$ cat src/rtl/flpes_pkg.sv
// constants, codes and state encoding of the flash program/erase sequencer
package flpes_pkg;

	// command codes; the three program commands carry the segment in the low nibble
	localparam logic [11:0] CMD_WORD       = 12'h55a;
	localparam logic [11:0] CMD_DWORD      = 12'hdd4;
	localparam logic [11:0] CMD_BLOCK      = 12'haa5;
	localparam logic [15:0] CMD_ERASE      = 16'heeee;
	localparam logic [15:0] CMD_STATUS     = 16'h7777;
	localparam logic [15:0] ERASE_KEY      = 16'h5555;

	// result codes returned in r0
	localparam logic [7:0]  RES_OK         = 8'h00;
	localparam logic [7:0]  RES_NOT_EN     = 8'h01;
	localparam logic [7:0]  RES_NO_VPP     = 8'h02;
	localparam logic [7:0]  RES_FAIL       = 8'h03;
	localparam logic [7:0]  RES_BAD_ADDR   = 8'h04;
	localparam logic [7:0]  RES_BAD_CMD    = 8'h05;

	// cpu address map of the array
	localparam logic [23:0] SEG0_LOW_BASE  = 24'h00_0000;
	localparam logic [23:0] SEG1_LOW_BASE  = 24'h01_0000;
	localparam logic [23:0] LOW_LAST_OFS   = 24'h00_7fff;
	localparam logic [23:0] HIGH_FIRST     = 24'h01_8000;
	localparam logic [23:0] HIGH_LAST      = 24'h02_ffff;
	localparam logic [23:0] HIGH_SHIFT     = 24'h01_0000;

	// bank bounds as 32-bit word indexes of the array (8K, 24K, 48K, 48K bytes)
	localparam logic [14:0] BANK_FIRST_W [4] = '{15'h0000, 15'h0800, 15'h2000, 15'h5000};
	localparam logic [14:0] BANK_LAST_W  [4] = '{15'h07ff, 15'h1fff, 15'h4fff, 15'h7fff};
	localparam logic [15:0] BANK_COUNT     = 16'h0004;

	// block programming span limit in bytes
	localparam logic [15:0] BLOCK_SPAN     = 16'h4000;

	// pulse widths in ns, timed with the cpu period given
	localparam logic [31:0] PROG_PULSE_NS  = 32'h0000_2710;
	localparam logic [31:0] ERASE_PULSE_NS = 32'h0098_9680;
	localparam logic [7:0]  MAX_PROG_TRY   = 8'h19;
	localparam logic [7:0]  MAX_ERASE_TRY  = 8'h64;
	localparam logic [1:0]  READ_WAIT      = 2'h2;

	typedef enum logic [3:0] {
		ST_IDLE  = 4'b0000,
		ST_CHECK = 4'b0001,
		ST_SRC   = 4'b0011,
		ST_PROG  = 4'b0010,
		ST_PVER  = 4'b0110,
		ST_NEXT  = 4'b0111,
		ST_READ  = 4'b0101,
		ST_ERASE = 4'b0100,
		ST_EVER  = 4'b1100,
		ST_DONE  = 4'b1101
	} flpes_state_e;

	typedef enum logic [1:0] {
		OP_WORD  = 2'b00,
		OP_DWORD = 2'b01,
		OP_BLOCK = 2'b11,
		OP_ERASE = 2'b10
	} flpes_op_e;

endpackage : flpes_pkg

$ cat src/rtl/flpes_addr_map.sv
// maps a cpu address onto the flash array, following the low-bank segment choice
module flpes_addr_map (
	// address in
	input  wire logic [23:0] addr_in,
	input  wire logic        seg1_map_in,
	// decoded
	output logic             hit_out,
	output logic [16:0]      phys_out
);
	logic [23:0] low_base;
	logic [23:0] high_ofs;

	always_comb begin
		low_base = seg1_map_in ? flpes_pkg::SEG1_LOW_BASE : flpes_pkg::SEG0_LOW_BASE;
		high_ofs = addr_in - flpes_pkg::HIGH_SHIFT;
		hit_out  = 1'b0;
		phys_out = 17'h0_0000;
		if (addr_in >= low_base && addr_in <= low_base + flpes_pkg::LOW_LAST_OFS) begin
			hit_out  = 1'b1;
			phys_out = {2'b00, addr_in[14:0]};
		end else if (addr_in >= flpes_pkg::HIGH_FIRST && addr_in <= flpes_pkg::HIGH_LAST) begin
			hit_out  = 1'b1;
			phys_out = high_ofs[16:0];
		end
	end

endmodule : flpes_addr_map

$ cat src/rtl/flpes_sequencer.sv
// flash program/erase sequencer: unlock, command check, pulse timing, verify
// What this block does
// - array read as 32-bit double-word lines
// - four banks 8K/24K/48K/48K, erased one at a time
// - low banks mapped to segment 0 or 1 at init
// - no normal flash access while operation runs
// - protection blocks external viewing, execution continues
// - only unlock sequence starts; kernel checks, decodes, executes
// - program pulse timed from cpu period, then verified
// - erase pre-programs bank, times pulses, verifies erasure
// - single word: 55As, offset, data, period
// - double word: DD4s, offset, low, high, period
// - block: AA5s, first, last, source, period
// - bank erase: EEEE, key 5555, bank twice, period
// - status read: 7777, only return values
// - result code in r0: 00 to 05
module flpes_sequencer #(
	parameter logic [31:0] ERASE_PULSE_NS = flpes_pkg::ERASE_PULSE_NS
) (
	// clock and reset
	input  wire logic        ref_clk_in,
	input  wire logic        resetn_in,
	// configuration straps and levels
	input  wire logic        seg1_strap_in,
	input  wire logic        flash_enable_bit_in,
	input  wire logic        vpp_present_in,
	input  wire logic        protect_in,
	// unlock writes and command registers
	input  wire logic        unlock_wr_in,
	input  wire logic        unlock_indirect_in,
	input  wire logic [23:0] unlock_addr_in,
	input  wire logic [15:0] r0_in,
	input  wire logic [15:0] r1_in,
	input  wire logic [15:0] r2_in,
	input  wire logic [15:0] r3_in,
	input  wire logic [15:0] r4_in,
	// command results
	output logic             busy_out,
	output logic             done_out,
	output logic [7:0]       result_out,
	output logic [15:0]      ret_r1_out,
	output logic [15:0]      ret_r2_out,
	output logic [15:0]      ret_r3_out,
	// source data fetch for block programming
	output logic             src_req_out,
	output logic [15:0]      src_addr_out,
	input  wire logic        src_ack_in,
	input  wire logic [15:0] src_data_in,
	// normal cpu access
	input  wire logic        cpu_req_in,
	input  wire logic [23:0] cpu_addr_in,
	input  wire logic        cpu_fetch_in,
	input  wire logic        cpu_ext_view_in,
	output logic             cpu_hit_out,
	output logic             cpu_ack_out,
	output logic             cpu_blocked_out,
	output logic [31:0]      cpu_rdata_out,
	output logic             ram_view_block_out,
	output logic             seg1_map_out,
	// flash array macro
	output logic [14:0]      fl_addr_out,
	output logic [31:0]      fl_wdata_out,
	output logic [1:0]       fl_wmask_out,
	output logic             fl_prog_out,
	output logic             fl_erase_out,
	output logic [1:0]       fl_erase_bank_out,
	input  wire logic [31:0] fl_rdata_in
);

	flpes_pkg::flpes_state_e st_r, st_nxt;
	flpes_pkg::flpes_op_e    op_r, op_nxt;
	logic [15:0] r0_r, r0_nxt, r1_r, r1_nxt, r2_r, r2_nxt, r3_r, r3_nxt, r4_r, r4_nxt;
	logic [16:0] cur_r, cur_nxt, end_r, end_nxt;
	logic [31:0] wdata_r, wdata_nxt, ns_r, ns_nxt, ns_sum;
	logic [1:0]  mask_r, mask_nxt, bank_r, bank_nxt, wait_r, wait_nxt;
	logic [7:0]  try_r, try_nxt, etry_r, etry_nxt, result_r, result_nxt;
	logic [15:0] ret1_r, ret1_nxt, ret2_r, ret2_nxt, ret3_r, ret3_nxt;
	logic [15:0] src_r, src_nxt;
	logic        phase_r, phase_nxt, armed_r, armed_nxt, seg1_r, seg1_nxt;
	logic        init_r, init_nxt;
	logic [23:0] ulk_addr_r, ulk_addr_nxt;
	logic        trigger;
	logic        cpu_hit, beg_hit, end_hit, ulk_hit;
	logic [16:0] cpu_phys, beg_phys, end_phys;
	logic [15:0] span;
	logic [31:0] diff;

	//////////////////////////////////////////////////////////////////////////
	// address decode
	flpes_addr_map u_map_cpu (
		.addr_in     (cpu_addr_in),
		.seg1_map_in (seg1_r),
		.hit_out     (cpu_hit),
		.phys_out    (cpu_phys)
	);
	flpes_addr_map u_map_beg (
		.addr_in     ({4'h0, r0_r[3:0], r1_r}),
		.seg1_map_in (seg1_r),
		.hit_out     (beg_hit),
		.phys_out    (beg_phys)
	);
	flpes_addr_map u_map_end (
		.addr_in     ({4'h0, r0_r[3:0], r2_r}),
		.seg1_map_in (seg1_r),
		.hit_out     (end_hit),
		.phys_out    (end_phys)
	);
	flpes_addr_map u_map_ulk (
		.addr_in     (unlock_addr_in),
		.seg1_map_in (seg1_r),
		.hit_out     (ulk_hit),
		.phys_out    ()
	);

	//////////////////////////////////////////////////////////////////////////
	// unlock sequence and segment map capture
	always_comb begin
		seg1_nxt     = init_r ? seg1_r : seg1_strap_in;
		init_nxt     = 1'b1;
		armed_nxt    = armed_r;
		ulk_addr_nxt = ulk_addr_r;
		trigger      = 1'b0;
		if (unlock_wr_in) begin
			armed_nxt = 1'b0;
			if (unlock_indirect_in && armed_r && unlock_addr_in == ulk_addr_r &&
			    st_r == flpes_pkg::ST_IDLE) begin
				trigger = 1'b1;
			end else if (!unlock_indirect_in && ulk_hit && !unlock_addr_in[0]) begin
				armed_nxt    = 1'b1;
				ulk_addr_nxt = unlock_addr_in;
			end
		end
	end

	always_ff @(posedge ref_clk_in) begin
		if (!resetn_in) begin
			seg1_r     <= 1'b0;
			init_r     <= 1'b0;
			armed_r    <= 1'b0;
			ulk_addr_r <= 24'h00_0000;
		end else begin
			seg1_r     <= seg1_nxt;
			init_r     <= init_nxt;
			armed_r    <= armed_nxt;
			ulk_addr_r <= ulk_addr_nxt;
		end
	end

	//////////////////////////////////////////////////////////////////////////
	// kernel state machine
	always_comb begin
		st_nxt = st_r;     op_nxt = op_r;       cur_nxt = cur_r;     end_nxt = end_r;
		r0_nxt = r0_r;     r1_nxt = r1_r;       r2_nxt = r2_r;       r3_nxt = r3_r;
		r4_nxt = r4_r;     wdata_nxt = wdata_r; mask_nxt = mask_r;   bank_nxt = bank_r;
		ns_nxt = ns_r;     try_nxt = try_r;     etry_nxt = etry_r;   phase_nxt = phase_r;
		wait_nxt = wait_r; src_nxt = src_r;     result_nxt = result_r;
		ret1_nxt = ret1_r; ret2_nxt = ret2_r;   ret3_nxt = ret3_r;
		ns_sum = ns_r + {16'h0000, r4_r};
		span   = r2_r - r1_r;
		diff   = fl_rdata_in ^ wdata_r;
		unique case (st_r)
			flpes_pkg::ST_IDLE: begin
				if (trigger) begin
					{r0_nxt, r1_nxt, r2_nxt, r3_nxt, r4_nxt} = {r0_in, r1_in, r2_in, r3_in, r4_in};
					st_nxt = flpes_pkg::ST_CHECK;
				end
			end
			flpes_pkg::ST_CHECK: begin
				st_nxt = flpes_pkg::ST_DONE;
				try_nxt = 8'h00;
				ns_nxt = 32'h0000_0000;
				if (r0_r == flpes_pkg::CMD_STATUS) begin
					result_nxt = flpes_pkg::RES_OK;
					ret1_nxt = {8'h00, result_r};
					ret2_nxt = {13'h0000, protect_in, seg1_r, flash_enable_bit_in};
					ret3_nxt = {15'h0000, vpp_present_in};
				end else if (r0_r[15:4] != flpes_pkg::CMD_WORD &&
				             r0_r[15:4] != flpes_pkg::CMD_DWORD &&
				             r0_r[15:4] != flpes_pkg::CMD_BLOCK && r0_r != flpes_pkg::CMD_ERASE) begin
					result_nxt = flpes_pkg::RES_BAD_CMD;
				end else if (!flash_enable_bit_in) begin
					result_nxt = flpes_pkg::RES_NOT_EN;
				end else if (!vpp_present_in) begin
					result_nxt = flpes_pkg::RES_NO_VPP;
				end else if (r0_r == flpes_pkg::CMD_ERASE) begin
					if (r1_r != flpes_pkg::ERASE_KEY || r2_r != r3_r ||
					    r2_r >= flpes_pkg::BANK_COUNT) begin
						result_nxt = flpes_pkg::RES_BAD_CMD;
					end else begin
						op_nxt    = flpes_pkg::OP_ERASE;
						bank_nxt  = r2_r[1:0];
						cur_nxt   = {flpes_pkg::BANK_FIRST_W[r2_r[1:0]], 2'b00};
						end_nxt   = {flpes_pkg::BANK_LAST_W[r2_r[1:0]], 2'b00};
						phase_nxt = 1'b0;
						etry_nxt  = 8'h00;
						wait_nxt  = flpes_pkg::READ_WAIT;
						st_nxt    = flpes_pkg::ST_READ;
					end
				end else if (!beg_hit || r1_r[0] ||
				             (r0_r[15:4] == flpes_pkg::CMD_DWORD && r1_r[1]) ||
				             (r0_r[15:4] == flpes_pkg::CMD_BLOCK &&
				              (!end_hit || r2_r[0] || r2_r < r1_r ||
				               span >= flpes_pkg::BLOCK_SPAN))) begin
					result_nxt = flpes_pkg::RES_BAD_ADDR;
				end else begin
					cur_nxt = beg_phys;
					end_nxt = beg_phys;
					st_nxt  = flpes_pkg::ST_PROG;
					if (r0_r[15:4] == flpes_pkg::CMD_WORD) begin
						op_nxt    = flpes_pkg::OP_WORD;
						wdata_nxt = beg_phys[1] ? {r2_r, 16'hffff} : {16'hffff, r2_r};
						mask_nxt  = beg_phys[1] ? 2'b10 : 2'b01;
					end else if (r0_r[15:4] == flpes_pkg::CMD_DWORD) begin
						op_nxt    = flpes_pkg::OP_DWORD;
						wdata_nxt = {r3_r, r2_r};
						mask_nxt  = 2'b11;
					end else begin
						op_nxt  = flpes_pkg::OP_BLOCK;
						end_nxt = end_phys;
						src_nxt = r3_r;
						st_nxt  = flpes_pkg::ST_SRC;
					end
				end
			end
			flpes_pkg::ST_SRC: begin
				if (src_ack_in) begin
					wdata_nxt = cur_r[1] ? {src_data_in, 16'hffff} : {16'hffff, src_data_in};
					mask_nxt  = cur_r[1] ? 2'b10 : 2'b01;
					src_nxt   = src_r + 16'h0002;
					try_nxt   = 8'h00;
					ns_nxt    = 32'h0000_0000;
					st_nxt    = flpes_pkg::ST_PROG;
				end
			end
			flpes_pkg::ST_PROG: begin
				ns_nxt = ns_sum;
				if (ns_sum >= flpes_pkg::PROG_PULSE_NS) begin
					try_nxt  = try_r + 8'h01;
					wait_nxt = flpes_pkg::READ_WAIT;
					st_nxt   = flpes_pkg::ST_PVER;
				end
			end
			flpes_pkg::ST_PVER: begin
				wait_nxt = wait_r - 2'h1;
				if (wait_r == 2'h0) begin
					wait_nxt = 2'h0;
					ns_nxt   = 32'h0000_0000;
					if ((diff & {{16{mask_r[1]}}, {16{mask_r[0]}}}) == 32'h0000_0000) begin
						st_nxt = flpes_pkg::ST_NEXT;
					end else if (try_r < flpes_pkg::MAX_PROG_TRY) begin
						st_nxt = flpes_pkg::ST_PROG;
					end else begin
						result_nxt = flpes_pkg::RES_FAIL;
						st_nxt     = flpes_pkg::ST_DONE;
					end
				end
			end
			flpes_pkg::ST_READ: begin
				wait_nxt = wait_r - 2'h1;
				if (wait_r == 2'h0) begin
					wait_nxt = 2'h0;
					if (fl_rdata_in != 32'h0000_0000) begin
						wdata_nxt = 32'h0000_0000;
						mask_nxt  = 2'b11;
						try_nxt   = 8'h00;
						ns_nxt    = 32'h0000_0000;
						st_nxt    = flpes_pkg::ST_PROG;
					end else begin
						st_nxt = flpes_pkg::ST_NEXT;
					end
				end
			end
			flpes_pkg::ST_NEXT: begin
				if (cur_r == end_r) begin
					if (op_r == flpes_pkg::OP_ERASE && !phase_r) begin
						ns_nxt = 32'h0000_0000;
						st_nxt = flpes_pkg::ST_ERASE;
					end else begin
						result_nxt = flpes_pkg::RES_OK;
						st_nxt     = flpes_pkg::ST_DONE;
					end
				end else if (op_r == flpes_pkg::OP_BLOCK) begin
					cur_nxt = cur_r + 17'h0_0002;
					st_nxt  = flpes_pkg::ST_SRC;
				end else begin
					cur_nxt  = cur_r + 17'h0_0004;
					wait_nxt = flpes_pkg::READ_WAIT;
					st_nxt   = phase_r ? flpes_pkg::ST_EVER : flpes_pkg::ST_READ;
				end
			end
			flpes_pkg::ST_ERASE: begin
				ns_nxt = ns_sum;
				if (ns_sum >= ERASE_PULSE_NS) begin
					etry_nxt  = etry_r + 8'h01;
					phase_nxt = 1'b1;
					cur_nxt   = {flpes_pkg::BANK_FIRST_W[bank_r], 2'b00};
					wait_nxt  = flpes_pkg::READ_WAIT;
					st_nxt    = flpes_pkg::ST_EVER;
				end
			end
			flpes_pkg::ST_EVER: begin
				wait_nxt = wait_r - 2'h1;
				if (wait_r == 2'h0) begin
					wait_nxt = 2'h0;
					ns_nxt   = 32'h0000_0000;
					if (fl_rdata_in == 32'hffff_ffff) begin
						st_nxt = flpes_pkg::ST_NEXT;
					end else if (etry_r < flpes_pkg::MAX_ERASE_TRY) begin
						st_nxt = flpes_pkg::ST_ERASE;
					end else begin
						result_nxt = flpes_pkg::RES_FAIL;
						st_nxt     = flpes_pkg::ST_DONE;
					end
				end
			end
			flpes_pkg::ST_DONE: begin
				st_nxt = flpes_pkg::ST_IDLE;
			end
			default: begin
				st_nxt = flpes_pkg::ST_IDLE;
			end
		endcase
	end

	always_ff @(posedge ref_clk_in) begin
		if (!resetn_in) begin
			st_r <= flpes_pkg::ST_IDLE;    op_r <= flpes_pkg::OP_WORD;
			r0_r <= 16'h0000;              r1_r <= 16'h0000;        r2_r <= 16'h0000;
			r3_r <= 16'h0000;              r4_r <= 16'h0000;        cur_r <= 17'h0_0000;
			end_r <= 17'h0_0000;           wdata_r <= 32'hffff_ffff; mask_r <= 2'b00;
			bank_r <= 2'b00;               ns_r <= 32'h0000_0000;   try_r <= 8'h00;
			etry_r <= 8'h00;               phase_r <= 1'b0;         wait_r <= 2'h0;
			src_r <= 16'h0000;             result_r <= flpes_pkg::RES_OK;
			ret1_r <= 16'h0000;            ret2_r <= 16'h0000;      ret3_r <= 16'h0000;
		end else begin
			st_r <= st_nxt;                op_r <= op_nxt;
			r0_r <= r0_nxt;                r1_r <= r1_nxt;          r2_r <= r2_nxt;
			r3_r <= r3_nxt;                r4_r <= r4_nxt;          cur_r <= cur_nxt;
			end_r <= end_nxt;              wdata_r <= wdata_nxt;    mask_r <= mask_nxt;
			bank_r <= bank_nxt;            ns_r <= ns_nxt;          try_r <= try_nxt;
			etry_r <= etry_nxt;            phase_r <= phase_nxt;    wait_r <= wait_nxt;
			src_r <= src_nxt;              result_r <= result_nxt;
			ret1_r <= ret1_nxt;            ret2_r <= ret2_nxt;      ret3_r <= ret3_nxt;
		end
	end

	//////////////////////////////////////////////////////////////////////////
	// normal access path and array address
	logic [14:0] fl_addr_r, fl_addr_nxt;
	logic [1:0]  pend_r, pend_nxt;
	logic [31:0] rdata_r, rdata_nxt;
	logic        ack_r, ack_nxt, blk_r, blk_nxt, view_r, view_nxt;

	always_comb begin
		fl_addr_nxt = fl_addr_r;
		pend_nxt    = {pend_r[0], 1'b0};
		view_nxt    = view_r;
		rdata_nxt   = rdata_r;
		ack_nxt     = 1'b0;
		blk_nxt     = 1'b0;
		if (st_nxt != flpes_pkg::ST_IDLE) begin
			fl_addr_nxt = cur_nxt[16:2];
		end else if (cpu_req_in && cpu_hit && pend_r == 2'b00) begin
			fl_addr_nxt = cpu_phys[16:2];
		end
		if (cpu_req_in && cpu_hit) begin
			if (st_r != flpes_pkg::ST_IDLE || pend_r != 2'b00) begin
				blk_nxt   = 1'b1;
				rdata_nxt = 32'h0000_0000;
			end else begin
				pend_nxt[0] = 1'b1;
				view_nxt    = protect_in && cpu_ext_view_in && !cpu_fetch_in;
			end
		end
		if (pend_r[1]) begin
			if (st_r != flpes_pkg::ST_IDLE || view_r) begin
				blk_nxt   = 1'b1;
				rdata_nxt = 32'h0000_0000;
			end else begin
				ack_nxt   = 1'b1;
				rdata_nxt = fl_rdata_in;
			end
		end
	end

	always_ff @(posedge ref_clk_in) begin
		if (!resetn_in) begin
			fl_addr_r <= 15'h0000;
			pend_r    <= 2'b00;
			rdata_r   <= 32'h0000_0000;
			ack_r     <= 1'b0;
			blk_r     <= 1'b0;
			view_r    <= 1'b0;
		end else begin
			fl_addr_r <= fl_addr_nxt;
			pend_r    <= pend_nxt;
			rdata_r   <= rdata_nxt;
			ack_r     <= ack_nxt;
			blk_r     <= blk_nxt;
			view_r    <= view_nxt;
		end
	end

	//////////////////////////////////////////////////////////////////////////
	// outputs
	assign busy_out           = st_r != flpes_pkg::ST_IDLE;
	assign done_out           = st_r == flpes_pkg::ST_DONE;
	assign result_out         = result_r;
	assign ret_r1_out         = ret1_r;
	assign ret_r2_out         = ret2_r;
	assign ret_r3_out         = ret3_r;
	assign src_req_out        = st_r == flpes_pkg::ST_SRC;
	assign src_addr_out       = src_r;
	assign cpu_hit_out        = cpu_hit;
	assign cpu_ack_out        = ack_r;
	assign cpu_blocked_out    = blk_r;
	assign cpu_rdata_out      = rdata_r;
	assign ram_view_block_out = protect_in;
	assign seg1_map_out       = seg1_r;
	assign fl_addr_out        = fl_addr_r;
	assign fl_wdata_out       = wdata_r;
	assign fl_wmask_out       = mask_r;
	assign fl_prog_out        = st_r == flpes_pkg::ST_PROG;
	assign fl_erase_out       = st_r == flpes_pkg::ST_ERASE;
	assign fl_erase_bank_out  = bank_r;

endmodule : flpes_sequencer

$ cat config.mk
export PLATFORM = sky130hd
export DESIGN_NAME = flpes_sequencer
export DESIGN_NICKNAME = d
export VERILOG_FILES = /design/src/rtl/flpes_pkg.sv /design/src/rtl/flpes_addr_map.sv /design/src/rtl/flpes_sequencer.sv
export SDC_FILE = /design/constraint.sdc
export NUM_CORES = 1
export LEC_CHECK = 0
export ABC_AREA = 1
export BUFFER_PORTS_ARGS = -buffer_cell sky130_fd_sc_hd__buf_2
export CAP_MARGIN = 30
export CORE_ASPECT_RATIO = 1.25
export CORE_MARGIN = 2
export CORE_UTILIZATION = 40
export DETAILED_ROUTE_END_ITERATION = 12
export GPL_TIMING_DRIVEN = 1
export PLACE_DENSITY = 0.61
export SYNTH_ARGS = -nofsm -noshare
export SYNTH_HDL_FRONTEND = slang
export SYNTH_SLANG_ARGS = --single-unit
$ cat constraint.sdc
create_clock -name ref_clk_in -period 3.35 [get_ports ref_clk_in]
set_input_delay 0.8375 -clock ref_clk_in [delete_from_list [all_inputs] [get_ports ref_clk_in]]
set_output_delay 0.8375 -clock ref_clk_in [all_outputs]
set_load 0.02 [all_outputs]
==> flow_metrics.tcl <==
set metrics [dict create \
    fin_util_pct 48.90 \
    dr.pass1.iters 5 \
    cts_max_path_buffers 3 \
    drtIter0Drc 1341 \
    ys_async_sr_fraction_pct 0 \
    synth_top_area_share_pct 32.07 \
    fin_ws_ps 123.4 \
    synth_seq_area_share_pct 32.07 \
    ios 353 \
    pre_cts_slack_ps 16.30 \
    drt-total-wl_um 72980 \
    vias_per_cell 5.306 \
    antenna_left 0 \
    clk_pin_slew_ps 60 \
    hold_class "flip-flop to flip-flop" \
    place_inst 3951 \
    synth.distinct_cells 60 \
    ff2ff_path_depth 21 \
    powerDensity_nw_per_um2 407.3 \
    fp.dieW_um 201.4 \
    grt_max_degree 138 \
    drv_cap 0 \
    synth_edf_count 0 \
    ys.warnings.count 0 \
    fin_skew_ps 31.06 \
    fp.dieArea_um2 50480 \
    yosys.area.top_type "dfxtp_1" \
    root_buffer "clkbuf_16" \
    period_share_pct 96.31 \
    holdBufCountCts 0 \
    synthTopCellsByCount "nand2_1 (701), nor2_1 (358), dfxtp_1 (312), inv_1 (308), a21oi_1 (254)" \
    synth_cells 3017 \
    outcome "complete, no violations" \
    synth_most_common_cell "nand2_1" \
    coreArea_um2 48200 \
    fin_setup_tns_ps 0 \
    maxSlewHeadroom_pct 38.92 \
    grt_pass1_wl_um 112500 \
    h-tree-depth 2 \
    syn-cell-area_um2 19480 \
    max_slew.worst_pin.slew_ps 909.2 \
    min_path_cells 2 \
    via_count 21400 \
    arrival_ps 2390 \
    slew_viol_final 0 \
    drc 0 \
    area_growth_pct 21.02 \
    place_congestion 0.9656 \
    synth_area_leaders "dfxtp_1 (32%), nand2_1 (14%), nor2_1 (6.9%)" \
    power.leakage_nw 10.79 \
    fmax_mhz 309.9 \
    grt-ovfl-total 0 \
    hold_viol 0 \
    stdcell_count 4033 \
    cts_tree "yes" \
    setup_viol_count_final 0 \
    period_minus_slack_ps 3227 \
    vdd_drop_max_v 0.0006302 \
    start_util_pct 40.41 \
    rsz0062_at_grt "true" \
    grt_usage_pct 27.92 \
    grt_pass1_vias 20350 \
    fillerInstances 5039 \
    seq_area_um2 6251 \
    cp.required_ps 2510 \
    diodes 0 \
    cts_made_buffers 37 \
    end_kind "primary output" \
    cp_max_fo 4 \
    crit_type "flip-flop to primary output" \
    grt_antenna_before_repair 1 \
    rows 90 \
    worstSetupStartpointType "flip-flop" \
    detail_route.wl_per_cell_um 18.10 \
    synth-seq-cells 312 \
    die_h_um 250.7 \
    drive_gt1_share_pct 17.79 \
    synth_top_flop_cell "dfxtp_1" \
    multiInputGateArea_um2 11480 \
    syn_area_per_cell_um2 6.455 \
    portBuffers 306 \
    dpl.hpwl_um 56960 \
    insertion_delay_ps 570 \
    cts_sinks 312 \
    nNetsFinal 3597 \
]
worst max-delay path, stage by stage (launching register included):
cell and delay [ps]:
dfxtp_1 310, buf_4 190, ha_1 330, nand4_1 90
o41ai_1 400, nand3_1 160, nand2_1 160, buf_2 190
cell type report:
| type | count | share of cell area (%) |
|---|---|---|
| Clock inverter | 15 | 0.8493 |
| Clock buffer | 50 | 4.608 |
| Timing Repair Buffer | 424 | 10.68 |
| Multi-Input combinational cell | 2264 | 48.72 |
| Tap cell | 644 | 3.419 |
| Inverter | 324 | 5.208 |
| Sequential cell | 312 | 26.52 |
sequential cells by signal (all words and copies together) (netlist names), 4 cells and up:
signal,flops
st_r,4
try_r,8
fl_addr_out,15
r2_r,16
r4_r,16
ulk_addr_r,24
cpu_rdata_out,32
fl_wdata_out,32
cur_r,17
r0_r,16
end_r,17
src_addr_out,16
r3_r,16
ns_r,32
r1_r,16
etry_r,8
layout by cell type (no fill, tap or decap), types with 14 or more instances in the layout:
master / Yosys / routed
buf_2: 15 / 305
ha_1: 44 / 36
xnor2_1: 65 / 64
nor2_1: 358 / 354
a211oi_1: 18 / 18
conb_1: 1 / 46
xor2_1: 32 / 32
nand2_2: 19 / 27
nand3b_1: 14 / 14
clkbuf_16: 0 / 39
nor3_1: 64 / 61
nor4_1: 33 / 33
dfxtp_1: 312 / 308
a31oi_1: 20 / 20
a21oi_1: 254 / 252
nand2_1: 701 / 692
buf_4: 49 / 111
inv_1: 308 / 305
o22ai_1: 19 / 19
o221ai_1: 15 / 15
o21ai_0: 240 / 237
nand3_1: 150 / 148
nand4_1: 59 / 59
layer usage:
layer  part of all wire, %  track usage (%)
met5                 0.019                0
met4                   4.2            11.60
met3                   5.8            4.137
met2                    50            50.80
met1                    40            32.53
what timing repair did:
item                       4_1_cts  5_1_grt
pin swaps                        1       10
hold endpoints to repair         0        0
gates cloned                     0        1
buffers inserted                 1       15
resized for setup                0       49
setup endpoints to repair        1       93
worst paths after layout:
check	from	endpoint	slack, ps
worst max-delay path	seg1_map_out	cpu_hit_out	120
worst min-delay path	pend_r[0]	pend_r[1]	410
worst max register to register	r4_r[5]	etry_r[5]	160
worst min register to register	pend_r[0]	pend_r[1]	410
power breakdown:
| group | total (mW) | switching [mW] | internal, mW | leakage (nW) |
|---|---|---|---|---|
| sequential | 3.92 | 0.108 | 3.81 | 2.52 |
| clock | 4.27 | 1.68 | 2.59 | 0.624 |
| combinational | 1.42 | 0.926 | 0.489 | 7.64 |
logic make-up (layout without fill, tap and decap cells):
| family | after synthesis | count (layout) | share of synthesized area, % |
|---|---|---|---|
| flip-flops | 312 | 312 | 32.07 |
| buffers and inverters | 486 | 813 | 10.64 |
| AND/OR/NAND/NOR | 1461 | 1461 | 32.71 |
| other | 1 | 46 | 0.01925 |
| XOR/XNOR | 97 | 97 | 4.362 |
| AO/OA/AOI/OAI | 614 | 614 | 17.16 |
| adder cells (fa/ha/maj) | 46 | 46 | 3.032 |
metrics by stage:
step,hold WS [ps],cell area [um2],power [mW]
after global routing,414.5,23570,9.965
after global placement,414.6,21960,5.344
after floorplan,404.6,19650,4.838
final,411.7,23570,9.601
after detailed placement,417.0,21960,5.361
after CTS,408.7,23250,9.638
Note: power is estimated with default switching activity, not from simulation.
